===== src/fso_pkg.sv =====
// shared constants and types for the filter setup and offset register bank
package fso_pkg;
    localparam int ADDR_W = 12;
    localparam int NUM_SETUPS = 8;
    // register indices; byte address is four times the index
    localparam logic [9:0] OFFSET_IDX_FIRST = 10'h029;
    localparam logic [9:0] OFFSET_IDX_LAST = 10'h030;
    localparam logic [9:0] FILTER_IDX_FIRST = 10'h040;
    // field positions of the per-setup filter register
    localparam int FTYPE_LSB = 12;
    localparam int FTYPE_MSB = 15;
    localparam int RATE_LSB = 0;
    localparam int RATE_MSB = 10;
    // reset values
    localparam logic [23:0] OFFSET_RST = 24'h800000;
    localparam logic [3:0] FTYPE_RST = 4'h2;
    localparam logic [10:0] RATE_RST = 11'h030;
    // filter type codes
    localparam logic [3:0] FT_SINC4 = 4'h0;
    localparam logic [3:0] FT_SINC4_AVG = 4'h1;
    localparam logic [3:0] FT_SINC3 = 4'h2;
    localparam logic [3:0] FT_SINC3_NOTCH = 4'h3;
    localparam logic [3:0] FT_SINC3_AVG = 4'h4;
    localparam logic [3:0] FT_POST1 = 4'h5;
    localparam logic [3:0] FT_POST4 = 4'h8;
    // fixed output rates of the post filters, in milli samples per second
    localparam logic [14:0] POST1_MSPS = 15'h65e7; // 26.087
    localparam logic [14:0] POST2_MSPS = 15'h5dc0; // 24.000
    localparam logic [14:0] POST3_MSPS = 15'h4b9b; // 19.355
    localparam logic [14:0] POST4_MSPS = 15'h3f52; // 16.210
    // divider giving a 50 Hz main notch for dual 50/60 Hz rejection
    localparam logic [10:0] RATE_DUAL_REJ = 11'h030;
    localparam logic [1:0] RESP_OKAY = 2'h0;
    localparam logic [1:0] RESP_SLVERR = 2'h2;
    localparam logic [4:0] SEL_NONE = 5'h1f;

    typedef struct packed {
        logic sinc4;
        logic averaging;
        logic sixtyHzExtraNotch;
        logic [2:0] postFilter;
        logic reservedCode;
    } fso_filt_s;

    typedef struct packed {
        logic [ADDR_W-1:0] addr;
        logic [31:0] data;
        logic [3:0] strb;
    } fso_wr_s;
endpackage : fso_pkg


===== src/fso_filter_offset_regs.sv =====
// per-setup filter settings and offset coefficients behind an AXI4-Lite slave
`timescale 1ns/100ps

module fso_filter_offset_regs (
    input wire logic core_clk,
    input wire logic reset,
    input wire logic [fso_pkg::ADDR_W-1:0] s_axi_awaddr,
    input wire logic s_axi_awvalid,
    output logic s_axi_awready,
    input wire logic [31:0] s_axi_wdata,
    input wire logic [3:0] s_axi_wstrb,
    input wire logic s_axi_wvalid,
    output logic s_axi_wready,
    output logic [1:0] s_axi_bresp,
    output logic s_axi_bvalid,
    input wire logic s_axi_bready,
    input wire logic [fso_pkg::ADDR_W-1:0] s_axi_araddr,
    input wire logic s_axi_arvalid,
    output logic s_axi_arready,
    output logic [31:0] s_axi_rdata,
    output logic [1:0] s_axi_rresp,
    output logic s_axi_rvalid,
    input wire logic s_axi_rready,
    input wire logic [2:0] activeSetup,
    input wire logic calDone,
    input wire logic [23:0] calResult,
    output fso_pkg::fso_filt_s activeFilter,
    output logic [10:0] rateDividerValue,
    output logic [14:0] outputSampleRateMsps,
    output logic dualRejection,
    output logic [23:0] activeOffset
);
    import fso_pkg::*;

    logic [23:0] offsetQ [NUM_SETUPS];
    logic [3:0] filterTypeQ [NUM_SETUPS];
    logic [10:0] rateDividerWordQ [NUM_SETUPS];
    fso_wr_s wrQ;
    logic awHeldQ;
    logic wHeldQ;
    logic bvalidQ;
    logic [1:0] brespQ;
    logic rvalidQ;
    logic [31:0] rdataQ;
    logic [1:0] rrespQ;
    logic wrFire;
    logic [4:0] wrSel;
    logic [4:0] rdSel;
    logic [31:0] rdMux;
    fso_filt_s decoded;
    logic [10:0] effRate;
    logic [14:0] fixedRate;

    // address to register select: 0..7 offset, 8..15 filter, else none
    function automatic logic [4:0] regSel(input logic [ADDR_W-1:0] a);
        logic [9:0] idx;
        idx = a[ADDR_W-1:2];
        if (a[1:0] != 2'h0) begin
            return SEL_NONE;
        end else if (idx >= OFFSET_IDX_FIRST && idx <= OFFSET_IDX_LAST) begin
            return {2'h0, 3'(idx - OFFSET_IDX_FIRST)};
        end else if (idx >= FILTER_IDX_FIRST &&
                     idx < FILTER_IDX_FIRST + 10'(NUM_SETUPS)) begin
            return {2'h1, 3'(idx - FILTER_IDX_FIRST)};
        end
        return SEL_NONE;
    endfunction : regSel

    // byte-lane merge of a write into a stored word
    function automatic logic [23:0] laneMerge(input logic [23:0] old,
                                              input logic [31:0] data,
                                              input logic [3:0] strb);
        logic [23:0] res;
        res = old;
        for (int b = 0; b < 3; b++) begin
            if (strb[b]) begin
                res[b*8 +: 8] = data[b*8 +: 8];
            end
        end
        return res;
    endfunction : laneMerge

    // write channel: address and data taken in either order
    assign s_axi_awready = !awHeldQ;
    assign s_axi_wready = !wHeldQ;
    assign wrFire = awHeldQ && wHeldQ && !bvalidQ;
    assign wrSel = regSel(wrQ.addr);
    assign s_axi_bvalid = bvalidQ;
    assign s_axi_bresp = brespQ;

    always_ff @(posedge core_clk) begin
        if (reset) begin
            awHeldQ <= 1'b0;
            wHeldQ <= 1'b0;
            wrQ <= '0;
        end else begin
            if (s_axi_awvalid && !awHeldQ) begin
                awHeldQ <= 1'b1;
                wrQ.addr <= s_axi_awaddr;
            end else if (wrFire) begin
                awHeldQ <= 1'b0;
            end
            if (s_axi_wvalid && !wHeldQ) begin
                wHeldQ <= 1'b1;
                wrQ.data <= s_axi_wdata;
                wrQ.strb <= s_axi_wstrb;
            end else if (wrFire) begin
                wHeldQ <= 1'b0;
            end
        end
    end

    always_ff @(posedge core_clk) begin
        if (reset) begin
            bvalidQ <= 1'b0;
            brespQ <= RESP_OKAY;
        end else if (wrFire) begin
            bvalidQ <= 1'b1;
            brespQ <= (wrSel == SEL_NONE) ? RESP_SLVERR : RESP_OKAY;
        end else if (s_axi_bready) begin
            bvalidQ <= 1'b0;
        end
    end

    // read channel
    assign s_axi_arready = !rvalidQ;
    assign s_axi_rvalid = rvalidQ;
    assign s_axi_rdata = rdataQ;
    assign s_axi_rresp = rrespQ;
    assign rdSel = regSel(s_axi_araddr);

    always_comb begin
        rdMux = 32'h0;
        if (rdSel[4:3] == 2'h0) begin
            rdMux = {8'h0, offsetQ[rdSel[2:0]]};
        end else if (rdSel[4:3] == 2'h1) begin
            rdMux[FTYPE_MSB:FTYPE_LSB] = filterTypeQ[rdSel[2:0]];
            rdMux[RATE_MSB:RATE_LSB] = rateDividerWordQ[rdSel[2:0]];
        end
    end

    always_ff @(posedge core_clk) begin
        if (reset) begin
            rvalidQ <= 1'b0;
            rdataQ <= 32'h0;
            rrespQ <= RESP_OKAY;
        end else if (s_axi_arvalid && !rvalidQ) begin
            rvalidQ <= 1'b1;
            rdataQ <= rdMux;
            rrespQ <= (rdSel == SEL_NONE) ? RESP_SLVERR : RESP_OKAY;
        end else if (s_axi_rready) begin
            rvalidQ <= 1'b0;
        end
    end

    // per-setup storage; calibration result beats a host write
    for (genvar g = 0; g < NUM_SETUPS; g++) begin : g_setup
        always_ff @(posedge core_clk) begin
            if (reset) begin
                offsetQ[g] <= OFFSET_RST;
            end else if (calDone && activeSetup == 3'(g)) begin
                offsetQ[g] <= calResult;
            end else if (wrFire && wrSel == {2'h0, 3'(g)}) begin
                offsetQ[g] <= laneMerge(offsetQ[g], wrQ.data, wrQ.strb);
            end
        end

        always_ff @(posedge core_clk) begin
            if (reset) begin
                filterTypeQ[g] <= FTYPE_RST;
                rateDividerWordQ[g] <= RATE_RST;
            end else if (wrFire && wrSel == {2'h1, 3'(g)}) begin
                if (wrQ.strb[1]) begin
                    filterTypeQ[g] <= wrQ.data[FTYPE_MSB:FTYPE_LSB];
                    rateDividerWordQ[g][10:8] <= wrQ.data[10:8];
                end
                if (wrQ.strb[0]) begin
                    rateDividerWordQ[g][7:0] <= wrQ.data[7:0];
                end
            end
        end
    end

    // filter type decode for the active setup
    always_comb begin
        decoded = '0;
        fixedRate = 15'h0;
        case (filterTypeQ[activeSetup])
            FT_SINC4: decoded.sinc4 = 1'b1;
            FT_SINC4_AVG: begin
                decoded.sinc4 = 1'b1;
                decoded.averaging = 1'b1;
            end
            FT_SINC3: decoded = '0;
            FT_SINC3_NOTCH: decoded.sixtyHzExtraNotch = 1'b1;
            FT_SINC3_AVG: decoded.averaging = 1'b1;
            4'h5: begin
                decoded.postFilter = 3'h1;
                fixedRate = POST1_MSPS;
            end
            4'h6: begin
                decoded.postFilter = 3'h2;
                fixedRate = POST2_MSPS;
            end
            4'h7: begin
                decoded.postFilter = 3'h3;
                fixedRate = POST3_MSPS;
            end
            FT_POST4: begin
                decoded.postFilter = 3'h4;
                fixedRate = POST4_MSPS;
            end
            default: decoded.reservedCode = 1'b1;
        endcase
    end

    // zero divider is treated as one
    assign effRate = (rateDividerWordQ[activeSetup] == 11'h0) ?
                     11'h001 : rateDividerWordQ[activeSetup];

    always_ff @(posedge core_clk) begin
        if (reset) begin
            activeFilter <= '0;
            rateDividerValue <= RATE_RST;
            outputSampleRateMsps <= 15'h0;
            dualRejection <= 1'b0;
            activeOffset <= OFFSET_RST;
        end else begin
            activeFilter <= decoded;
            rateDividerValue <= effRate;
            outputSampleRateMsps <= fixedRate;
            dualRejection <= decoded.sixtyHzExtraNotch &&
                             effRate == RATE_DUAL_REJ;
            activeOffset <= offsetQ[activeSetup];
        end
    end
endmodule : fso_filter_offset_regs


===== config.mk =====
export PLATFORM = sky130hd
export DESIGN_NAME = fso_filter_offset_regs
export DESIGN_NICKNAME = d
export VERILOG_FILES = /design/src/fso_pkg.sv /design/src/fso_filter_offset_regs.sv
export SDC_FILE = /design/constraint.sdc
export NUM_CORES = 1
export LEC_CHECK = 0
export BUFFER_PORTS_ARGS = -buffer_cell sky130_fd_sc_hd__buf_4
export CORE_AREA = 10 10 317 197
export CTS_BUF_LIST = sky130_fd_sc_hd__clkbuf_4
export CTS_CLUSTER_SIZE = 30
export DETAILED_ROUTE_END_ITERATION = 8
export DIE_AREA = 0 0 327 207
export PLACE_DENSITY = 0.59
export REMOVE_ABC_BUFFERS = 1
export SYNTH_ARGS = -nofsm -noshare
export SYNTH_HDL_FRONTEND = slang
export SYNTH_SLANG_ARGS = --single-unit

===== constraint.sdc =====
create_clock -name core_clk -period 3.17 [get_ports core_clk]
set_input_delay 0.1585 -clock core_clk [delete_from_list [all_inputs] [get_ports core_clk]]
set_output_delay 0.1585 -clock core_clk [all_outputs]
set_load 0.01 [all_outputs]

Word-level counts from Yosys, hierarchy flattened

Memories as Yosys holds them, arrays and structs flattened. A register that Yosys moved wholly into a read port is not among the register bits.
Index checks and enable logic that the tools add are counted.

Register bits after elaboration: 113
Latch bits: 0
Bits in writable memories: 312
Memory bits (read-only): 0
Bits of input ports: 95
Output and inout bits: 99
Logic and storage cells: 519
Memories: 3

Add/sub/neg operators: 4
Multiply operators: 0
Divide/modulo/power cells: 0
$lt $le $gt $ge: 8
Eq/ne operators: 58
Shifts and indexed selects: 0
Mux-type cells: 296
Bitwise logic cells: 56
Reductions and logical operators: 76

Memories:

| memory           | words | width | rd ports | clocked after Yosys merged registers in | write ports | RTL line                     | text |
|---|---|---|---|---|---|---|---|
| offsetQ          | 8     | 24    | 2        | 1                                       | 8           | fso_filter_offset_regs.sv:35 | `logic [23:0] offsetQ [NUM_SETUPS];` |
| rateDividerWordQ | 8     | 11    | 2        | 0                                       | 8           | fso_filter_offset_regs.sv:37 | `logic [10:0] rateDividerWordQ [NUM_SETUPS];` |
| filterTypeQ      | 8     | 4     | 2        | 0                                       | 8           | fso_filter_offset_regs.sv:36 | `logic [3:0] filterTypeQ [NUM_SETUPS];` |

Operators by type and width:

| cell                                                            | number |
|---|---|
| 2-to-1 mux 8 bit                                                | 129 |
| 2-to-1 mux 24 bit                                               | 8 |
| 2-to-1 mux 1 bit                                                | 126 |
| inequality test 4 bit, second input constant                    | 24 |
| case mux 15 bit (4 select lines)                                | 1 |
| OR 1 bit                                                        | 56 |
| AND reduction 2 bit                                             | 24 |
| equality test 5 x 4 -> 1 bit, second input constant             | 8 |
| 2-to-1 mux 4 bit                                                | 10 |
| 2-to-1 mux 5 bit                                                | 8 |
| logical AND 1 bit                                               | 34 |
| 2-to-1 mux 11 bit                                               | 3 |
| 2-to-1 mux 3 bit                                                | 8 |
| equality test 5 x 3 -> 1 bit, second input constant             | 4 |
| >= comparator 10 x 6 -> 1 bit, second input constant            | 2 |
| >= comparator 10 x 7 -> 1 bit, second input constant            | 2 |
| less-or-equal comparator 10 x 6 -> 1 bit, second input constant | 2 |
| less-than comparator 10 x 7 -> 1 bit, second input constant     | 2 |
| equality test 4 x 3 -> 1 bit, second input constant             | 4 |
| equality test 3 bit, second input constant                      | 4 |
| case mux 3 bit (4 select lines)                                 | 1 |
| nonzero test 2 bit                                              | 6 |
| subtractor 3 x 1 -> 3 bit, second input constant                | 4 |
| equality test 11 x 6 -> 1 bit, second input constant            | 1 |
| 18 further kinds                                                | 27 |

Longest topological paths before layout

Gate-level depths: netlist (run 1).

Depth in word-level cells: 14
Mapped depth: 14
Gate-level depth less buffers: 10

Worst setup path before layout (run 1)

Ideal clock, no wire load.

Path kind: flip-flop to flip-flop
Start point: reg wrQ[38] (netlist name)
End point: mem offsetQ[0][10] (enable)
Setup time: 0.384 ns
Arrival time: 2.896 ns
Required time: 2.786 ns
Setup slack: -0.110 ns
Stages on the path, launching flop included: 12
Path buffers: 2
Clock period less this slack: 3.280 ns
Path through: dfxtp_1 > inv_1 > ha_1 > nor3b_1 > o32ai_1 > a31o_2 > nand3_1 > nor2_2 > nand2_1 > clkbuf_1 > clkbuf_1 > o21ai_0

RTL lines:

| element         | RTL line                     | text |
|---|---|---|
| start, declared | fso_filter_offset_regs.sv:38 | `fso_wr_s wrQ;` |
| end, declared   | fso_filter_offset_regs.sv:35 |  |

==> impl_metrics.toml, run 1 <==
[run_status]
status = "complete, no violations"

[route]
drt-initial-drc-count = 2462
postRouteWirelength_um = 85800
vias_per_cell = 5.95
wl_per_cell_um = 26.6
via_count = 19165
post-route-drc-count = 0
drt_pass1_iterations = 5
detail-route-antenna-nets = 0

[synth]
synthesis.area_per_instance_um2 = 11.3
synth-seq-cells = 434
postSynth.asyncResetShare_pct = 0
number_of_flops_mapped_to_enable_cells_by_yosys = 312
synthesis.area_um2 = 22400
yosys_most_used_dff = "sky130_fd_sc_hd__edfxtp_1"
yosysUniqueCellTypes = 77
ys_seq_area_share_pct = 52.8
synth_warnings = 0
synthesis.instances = 1970

[clock_tree]
cts_max_level = 3
cts_inserted_buffers = 107
ctsRootBufferMaster = "sky130_fd_sc_hd__clkbuf_4"
cts.reportedPaths.clkPinSlew_ns = 0.07
insertion_delay_ns = 0.91
cts.sinks = 434
clk_path_buf_depth = 3
cts_tree = "built"

[die]
die_h_um = 207
die_area_um2 = 67700
io-pin-count = 194
placeableCoreArea_um2 = 56700
die_w_um = 327
initial_utilization_pct = 39.4
placement_rows = 68

[critical_path]
regToRegSetupSlack_ns = 0.01
timing_worst_setup_path_type = "reg -> reg"
crit_path_start_kind = "flip-flop"
cp_common_cell = "sky130_fd_sc_hd__buf_4"
cp_slowest_stage_delay_ns = 0.75
worst-path-max-fanout = 8
critical_path.cell_chain = "inv_1 > ha_1 > nor3b_1 > o32ai_1 > nand4_1 > buf_4 > nor4_2 > buf_4 > nand2_1 > nor3_2 > a22o_1"
timing.critical_path.arrival_ns = 3.90
critical_path.endpoint_type = "flip-flop"
critical_path_required_ns = 3.91
critical_path.slowest_cell = "sky130_fd_sc_hd__nor3_2"

[sta]
worst_slew_margin_rel_pct = 39.2
final_period_minus_worst_setup_slack_ns = 3.16
setup_viol_count_final = 0
rsz0062_at_grt = "true"
report.final.slew_viol_count = 0
timing_hold_violations_final = 0
finalSetupTns_ns = 0
tightest_slew_ns = 0.911
period_share_pct = 99.7
finClkSkew_ns = 0.0500
achievable-frequency_ghz = 0.317

[place]
place_hpwl_um = 58100
postPlaceCellArea_um2 = 25200
numPortBuffers = 174
globalplace.congestion = 0.908

[run]
max-cap-violations = 0

[pwr]
powerDensity_nw_per_um2 = 465
power.ir.vdd_worst_mv = 0.287
p_leak_nw = 10.7

[global_routing]
grt_antenna_before_repair = 4
grt_max_degree = 51
first_global_vias = 19111
groute.usage.overall_pct = 24.3
grt_pass1_wl_um = 124000
gr-total-overflow = 0

[finish]
layout.cells.most_common_list = "sky130_fd_sc_hd__buf_4 (317), sky130_fd_sc_hd__edfxtp_1 (312), sky130_fd_sc_hd__nand2_1 (287)"
finalCoreUtilization_pct = 49.5
design_area_um2 = 28100
area.growth.synth_to_final_pct = 25.6
final.fill_count = 5130
finish.net_count = 2456
mostFrequentLayoutCell = "sky130_fd_sc_hd__buf_4"
drive_above_1_share_pct = 27.4

[hold_path]
timing.hold.worst.class = "in -> reg"
per-stage QoR:
step / setup slack (ns) / cells / hold WS, ns / power, W
after floorplan: -0.956 / 1773 / 0.228 / 0.00724
after global placement: 0.135 / 2874 / 0.346 / 0.00798
after detailed placement: 0.0408 / 2874 / 0.350 / 0.00801
after CTS: 0.0369 / 3217 / 0.00694 / 0.0131
after global routing: -0.0672 / 3220 / 0.0502 / 0.0135
final: 0.0106 / 3221 / 0.0805 / 0.0131
what timing repair did:
action / CTS / global route
hold buffers: 141 / 0
setup buffers: 0 / 1
gates resized for setup: 0 / 3
setup endpoints to repair: 0 / 87
endpoints found under the hold margin: 259 / 0
layout make-up:
cell class                      count  area (um2)  area share (%)
Timing Repair Buffer              473        4090            14.6
Antenna cell                        3        7.51          0.0267
Clock inverter                     36         196           0.700
Clock buffer                      166        1250            4.44
Tap cell                          770         963            3.43
Inverter                           17        63.8           0.227
Multi-Input combinational cell   1322        9690            34.5
Sequential cell                   434       11800            42.1
cells in the mapped netlist (3+ instances only):
cell	number	area [um2]
sky130_fd_sc_hd__edfxtp_1	312	9370
sky130_fd_sc_hd__nand2_1	288	1080
sky130_fd_sc_hd__a22o_1	183	1600
sky130_fd_sc_hd__dfxtp_1	122	2440
sky130_fd_sc_hd__clkbuf_1	117	439
sky130_fd_sc_hd__a21oi_1	101	505
sky130_fd_sc_hd__nor2_1	81	304
sky130_fd_sc_hd__mux4_2	78	1760
sky130_fd_sc_hd__and2_1	77	482
sky130_fd_sc_hd__mux2i_1	68	681
sky130_fd_sc_hd__o21ai_0	61	305
sky130_fd_sc_hd__nand3_1	54	270
sky130_fd_sc_hd__buf_1	40	150
sky130_fd_sc_hd__buf_2	28	140
sky130_fd_sc_hd__and3_1	27	169
sky130_fd_sc_hd__nor3_1	27	135
sky130_fd_sc_hd__nor3_2	23	230
sky130_fd_sc_hd__or3_1	22	138
sky130_fd_sc_hd__inv_1	16	60.1
sky130_fd_sc_hd__mux2_2	16	180
sky130_fd_sc_hd__o21bai_1	16	120
sky130_fd_sc_hd__o22ai_1	16	100
sky130_fd_sc_hd__a221oi_1	15	131
sky130_fd_sc_hd__buf_4	15	113
sky130_fd_sc_hd__o221ai_1	15	131
sky130_fd_sc_hd__a311oi_1	13	114
sky130_fd_sc_hd__nor2b_1	12	75.1
sky130_fd_sc_hd__a2111oi_2	10	150
sky130_fd_sc_hd__a32oi_1	9	78.8
sky130_fd_sc_hd__nand2b_1	9	56.3
sky130_fd_sc_hd__a31o_2	7	61.3
sky130_fd_sc_hd__a31oi_1	7	43.8
sky130_fd_sc_hd__nor4_1	7	43.8
sky130_fd_sc_hd__ha_1	6	75.1
sky130_fd_sc_hd__nand3b_1	6	45.0
sky130_fd_sc_hd__nand4_1	6	37.5
sky130_fd_sc_hd__buf_6	5	56.3
sky130_fd_sc_hd__a2111oi_0	3	26.3
sky130_fd_sc_hd__a211oi_1	3	22.5
sky130_fd_sc_hd__a21o_1	3	22.5
sky130_fd_sc_hd__or3_4	3	33.8
report_power, final:
group	total, W	internal [W]	switching, W
sequential	0.00659	0.00635	0.000237
combinational	0.00148	0.000675	0.000808
clock	0.00499	0.00255	0.00244
total	0.0131	0.00958	0.00348
routing by layer:
metal / part of all wire (%) / vias up / GRT usage (%)
met4: 2.6 / 2 / 7.58
li1: - / 8306 / -
met1: 42 / 9447 / 34.2
met5: 0.013 / - / 0
met3: 14 / 171 / 9.26
met2: 41 / 1239 / 33.9
critical path, delay by kind of cell, from the launching register on:
family / cells / cell delay, ns
simple gates: 5 / 1.43
compound gates: 2 / 0.45
fa+ha+maj: 1 / 0.21
flops: 1 / 0.43
buf+inv: 3 / 0.49
path summary, 6_finish.rpt:
| path | startpoint | end | cells after the start |
|---|---|---|---|
| worst min-delay path | activeSetup[1] | activeOffset[20] | 4 |
| worst min register to register | s_axi_rdata[22] | s_axi_rdata[22] | 2 |
| worst max register to register | wrQ[39] | offsetQ[2][14] | 11 |
| worst max-delay path | wrQ[39] | offsetQ[2][14] | 11 |
flip-flops by register name, indices dropped and copies added (netlist names), 7 cells and up:
| signal | cells |
|---|---|
| activeFilter | 7 |
| offsetQ | 192 |
| filterTypeQ | 32 |
| wrQ | 39 |
| rateDividerWordQ | 88 |
| rateDividerValue | 11 |
| activeOffset | 24 |
| outputSampleRateMsps | 10 |
| s_axi_rdata | 24 |
kinds of logic after synthesis:
| group | after synthesis | synth area share, % |
|---|---|---|
| flops | 434 | 52.8 |
| simple gates | 657 | 14.5 |
| mux | 162 | 11.7 |
| buf+inv | 223 | 4.33 |
| xor+xnor | 5 | 0.230 |
| fa+ha+maj | 6 | 0.336 |
| compound gates | 482 | 16.0 |
| other cells | 1 | 0.0168 |
Note: power is estimated with default switching activity, not from simulation.
==> inputs of run 2 (changes only) <==
Settings changed: CORE_AREA 10 10 317 197 to 3 3 275 169, DIE_AREA 0 0 327 207 to 0 0 278 172, PLACE_DENSITY 0.59 to 0.72, TNS_END_PERCENT set to 100.
==> impl_metrics.toml, run 2 (synthesis results as in run 1) <==
[global_routing]
first_global_vias = 18716
grt_pass1_wl_um = 115000
gr-total-overflow = 0
grt_antenna_before_repair = 4
groute.usage.overall_pct = 32.6
grt_max_degree = 76

[die]
initial_utilization_pct = 50.5
placement_rows = 60
placeableCoreArea_um2 = 44300
die_w_um = 278
io-pin-count = 194
die_area_um2 = 47800
die_h_um = 172

[clock_tree]
cts_max_level = 3
cts_tree = "built"
clk_path_buf_depth = 3
insertion_delay_ns = 0.88
cts_inserted_buffers = 104
cts.sinks = 434
ctsRootBufferMaster = "sky130_fd_sc_hd__clkbuf_4"
cts.reportedPaths.clkPinSlew_ns = 0.08

[finish]
max_reg_flops = 192
layout.cells.most_common_list = "sky130_fd_sc_hd__edfxtp_1 (312), sky130_fd_sc_hd__buf_4 (298), sky130_fd_sc_hd__nand2_1 (287)"
finish.net_count = 2421
mostFrequentLayoutCell = "sky130_fd_sc_hd__edfxtp_1"
post_layout_nonfiller_instances = 3003
finalCoreUtilization_pct = 62.2
final.fill_count = 3490
register_with_the_most_flip_flops = "offsetQ"
drive_above_1_share_pct = 26.9
design_area_um2 = 27600
top_regs = "offsetQ: 192 flops, rateDividerWordQ: 88 flops, wrQ: 39 flops"
area.growth.synth_to_final_pct = 23.4

[sta]
setup_viol_count_final = 0
timing_hold_violations_final = 0
achievable-frequency_ghz = 0.324
finClkSkew_ns = 0.0552
final_period_minus_worst_setup_slack_ns = 3.08
rsz0062_at_grt = "true"
worst_slew_margin_rel_pct = 41.6
report.final.slew_viol_count = 0
period_share_pct = 97.2
finalSetupTns_ns = 0
tightest_slew_ns = 0.876

[pwr]
powerDensity_nw_per_um2 = 472
p_leak_nw = 10.6
total_power_w = 0.0130
power.ir.vdd_worst_mv = 0.302

[critical_path]
critical_path.reg2reg.endpoint = "filterTypeQ[4][0]"
worst-path-max-fanout = 8
timing.critical_path.arrival_ns = 3.79
crit_path_from = "wrQ[39]"
timing_worst_setup_path_type = "reg -> reg"
timing.critical_path.to = "filterTypeQ[4][0]"
regToRegSetupSlack_ns = 0.09
r2r-start = "wrQ[39]"
critical_path.endpoint_type = "flip-flop"
reg2regPathDepth = 10
crit_path_start_kind = "flip-flop"
critical_path_required_ns = 3.87

[route]
drt_pass1_iterations = 7
detail-route-antenna-nets = 0
post-route-drc-count = 0
vias_per_cell = 6.51
postRouteWirelength_um = 80000
drt-initial-drc-count = 3321
wl_per_cell_um = 26.6
via_count = 19562

[place]
place_hpwl_um = 52600
postPlaceCellArea_um2 = 24700
placed_cells = 2671
globalplace.congestion = 0.953
numPortBuffers = 174

[hold_path]
timing.hold.worst.class = "in -> reg"

[run]
max-cap-violations = 0

[run_status]
status = "complete, no violations"
[run 2: power breakdown]
part / internal (W) / switching, W / total (W)
clock network: 0.00261 / 0.00237 / 0.00498
logic: 0.000655 / 0.000786 / 0.00144
registers: 0.00635 / 0.000249 / 0.00660
[run 2: stage by stage]
step           setup WS, ns  hold slack [ns]
2_1_floorplan        -0.956            0.228
3_3_place_gp          0.216            0.347
3_5_place_dp         0.0823            0.348
4_1_cts              0.0727           0.0686
5_1_grt             0.00295           0.0906
6_report             0.0878           0.0846
[run 2: cell type report]
cell class | instances | area, um2 | share of cell area (%)
Sequential cell | 434 | 11800 | 42.8
Multi-Input combinational cell | 1322 | 9710 | 35.2
Timing Repair Buffer | 441 | 3800 | 13.8
Clock buffer | 166 | 1250 | 4.52
Tap cell | 589 | 737 | 2.67
Clock inverter | 28 | 191 | 0.694
Inverter | 17 | 63.8 | 0.231
Antenna cell | 6 | 15.0 | 0.0545
[run 2: timing repair]
action | in CTS | in global routing
resized for setup | 0 | 10
setup buffers | 0 | 2
hold endpoints to repair | 271 | 0
hold buffers | 130 | 0
endpoints found under the setup margin | 0 | 84
[run 2: worst max-delay path, stage by stage (launching register included)]
cell,delay [ns]
sky130_fd_sc_hd__dfxtp_1,0.43
sky130_fd_sc_hd__inv_1,0.11
sky130_fd_sc_hd__ha_1,0.19
sky130_fd_sc_hd__nor3b_1,0.24
sky130_fd_sc_hd__o32ai_2,0.15
sky130_fd_sc_hd__and4_2,0.30
sky130_fd_sc_hd__a31o_2,0.22
sky130_fd_sc_hd__nand2_1,0.23
sky130_fd_sc_hd__nand3b_1,0.34
sky130_fd_sc_hd__nor2_1,0.50
sky130_fd_sc_hd__and2_1,0.21
[run 2: worst min path at each step]
stage,startpoint,to,slack (ns),depth (start not counted)
detailed placement,s_axi_rready,s_axi_rvalid,0.35,2
global route,s_axi_awvalid,awHeldQ,0.09,4
CTS,s_axi_araddr[2],s_axi_rdata[13],0.07,6
global placement,s_axi_rready,s_axi_rvalid,0.35,2
finish,s_axi_araddr[2],s_axi_rdata[13],0.08,6
floorplan,reset,rateDividerValue[0],0.23,1
[run 2: metal layers]
metal	track usage, %	share of wire (%)	vias to the layer above
li1	-	-	8230
met1	46.1	39	9493
met2	46.1	42	1602
met3	12.5	17	237
met4	10.8	3.2	0
met5	0	0	-
==> inputs of run 3 (changes only) <==
Settings changed: CELL_PAD_IN_SITES_DETAIL_PLACEMENT set to 0, CELL_PAD_IN_SITES_GLOBAL_PLACEMENT set to 1, CORE_AREA 3 3 275 169 to 3 3 292 179, DIE_AREA 0 0 278 172 to 0 0 295 182, PLACE_DENSITY 0.72 to 0.78.
==> impl_metrics.toml, run 3 (synthesis results as in run 1) <==
[sta]
tightest_slew_ns = 1.03
worst_slew_margin_rel_pct = 31.4
setup_viol_count_final = 0
report.final.slew_viol_count = 0
final_period_minus_worst_setup_slack_ns = 3.00
period_share_pct = 94.8
achievable-frequency_ghz = 0.333
timing_hold_violations_final = 0
finalSetupTns_ns = 0
finClkSkew_ns = 0.0546
hold-worst-slack_ns = 0.155

[pwr]
power.ir.vdd_worst_mv = 0.252
power_switching_share_pct = 26.3
sequentialPowerShare_pct = 51.5
powerDensity_nw_per_um2 = 463
p_int_w = 0.00944
power.combinational.fraction_pct = 11.0
p_leak_nw = 10.6
total_power_w = 0.0128
power.net_switching_w = 0.00337
power.share.clock_pct = 37.5

[global_routing]
global_route.usage.met2_pct = 41.6
grt_busiest_layer = "met2"
grt_pass1_wl_um = 115000
grt_antenna_before_repair = 2
gr-total-overflow = 0
grt_max_degree = 75
groute.usage.overall_pct = 28.4
global_route.usage.met3_pct = 8.14
grtUsageMet1_pct = 39.8
first_global_vias = 18792

[die]
initial_utilization_pct = 45.2
die_w_um = 295
die_h_um = 182
die_area_um2 = 53700
placeableCoreArea_um2 = 49400
io-pin-count = 194
placement_rows = 63

[route]
via_count = 19008
post-route-drc-count = 0
drt-initial-drc-count = 2715
vias_per_cell = 6.18
postRouteWirelength_um = 76900
drt_pass1_iterations = 6
detail-route-antenna-nets = 0
wl_per_cell_um = 25.0

[clock_tree]
insertion_delay_ns = 0.84
cts.sinks = 434
cts.reportedPaths.clkPinSlew_ns = 0.08
ctsRootBufferMaster = "sky130_fd_sc_hd__clkbuf_4"
clk_path_buf_depth = 3
cts_tree = "built"
cts_max_level = 3
cts_inserted_buffers = 103

[finish]
drive_above_1_share_pct = 27.1
max_reg_flops = 192
top_regs = "offsetQ: 192 flops, rateDividerWordQ: 88 flops, wrQ: 39 flops"
register_with_the_most_flip_flops = "offsetQ"
final.fill_count = 4128
finalCoreUtilization_pct = 56.0
layout.cells.most_common_list = "sky130_fd_sc_hd__edfxtp_1 (312), sky130_fd_sc_hd__buf_4 (312), sky130_fd_sc_hd__nand2_1 (287)"
area.growth.synth_to_final_pct = 23.8
finish.net_count = 2438

[critical_path]
timing_worst_setup_path_type = "reg -> reg"
critical_path_required_ns = 3.72
worst-path-max-fanout = 9
timing.critical_path.arrival_ns = 3.56
critical_path.endpoint_type = "flip-flop"
crit_path_start_kind = "flip-flop"
regToRegSetupSlack_ns = 0.17

[run]
max-cap-violations = 0

[place]
numPortBuffers = 174
globalplace.congestion = 0.924
place_hpwl_um = 51600

[run_status]
status = "complete, no violations"

[hold_path]
timing.hold.worst.class = "in -> reg"
run 3: cell count changes in the layout (fill, tap and decap cells not counted), sizes merged:
| cell | delta |
|---|---|
| bufinv | -2 |
| buf | +11 |
| diode | -4 |
| clkbuf | -3 |
| inv | +1 |
| clkinvlp | -1 |
| clkinv | +5 |
| dlygate4sd3 | +7 |
run 3: power groups by stage:
stage	clock network [W]	logic (W)	registers, W
6_report	0.00480	0.00141	0.00660
5_1_grt	0.00517	0.00151	0.00662
4_1_cts	0.00488	0.00139	0.00658
3_5_place_dp	0	0.00125	0.00671
3_3_place_gp	0	0.00124	0.00669
2_1_floorplan	0	0.000602	0.00664
run 3: layout make-up:
cell class	count	area (um2)	share of cell area [%]
diodes	2	5.00	0.0181
multi-input cells	1322	9680	35.0
clock buffers	163	1220	4.42
repair buffers	459	3910	14.1
clock inverters	31	159	0.574
inverters	17	63.8	0.231
flip-flops and latches	434	11800	42.7
well taps	650	813	2.94
run 3: through the flow:
step	std cells	instance area [um2]	setup WS, ns
after global routing	3078	27700	-0.0145
after detailed placement	2743	24900	0.127
final	3078	27700	0.166
after global placement	2743	24900	0.209
after floorplan	1773	21500	-0.956
after CTS	3074	27600	0.129
run 3: routing by layer:
metal  up-vias  wire length [um]  share of wire, %
met5         -                 0                 0
met4         0              2600               3.4
met3       210              9950                13
met2      1383             32600                42
met1      9129             31700                41
li1       8286                 -                 -
run 3: critical path, cell delays in order (launching register included):
cell and delay, ns:
sky130_fd_sc_hd__dfxtp_1 0.31, sky130_fd_sc_hd__inv_1 0.15, sky130_fd_sc_hd__ha_1 0.18, sky130_fd_sc_hd__nand2_1 0.05, sky130_fd_sc_hd__o32ai_1 0.36, sky130_fd_sc_hd__a31o_2 0.23
sky130_fd_sc_hd__nand3_1 0.17, sky130_fd_sc_hd__nor2_2 0.19, sky130_fd_sc_hd__buf_4 0.17, sky130_fd_sc_hd__nand2_1 0.20, sky130_fd_sc_hd__buf_4 0.27, sky130_fd_sc_hd__nor3_1 0.15
sky130_fd_sc_hd__buf_4 0.21, sky130_fd_sc_hd__a21oi_1 0.08
run 3: path summary, 6_finish.rpt:
kind              depth (start not counted)             from               to
hold / removal                            5  s_axi_araddr[2]  s_axi_rdata[13]
setup reg to reg                         13          wrQ[38]   offsetQ[7][23]
setup / recovery                         13          wrQ[38]   offsetQ[7][23]
hold reg to reg                           2  s_axi_rdata[16]  s_axi_rdata[16]
run 3: what timing repair did:
action / in CTS / in global routing
hold buffers: 137 / 0
gates resized for setup: 0 / 4
endpoints found under the hold margin: 271 / 0
setup buffers: 0 / 2
endpoints found under the setup margin: 0 / 77
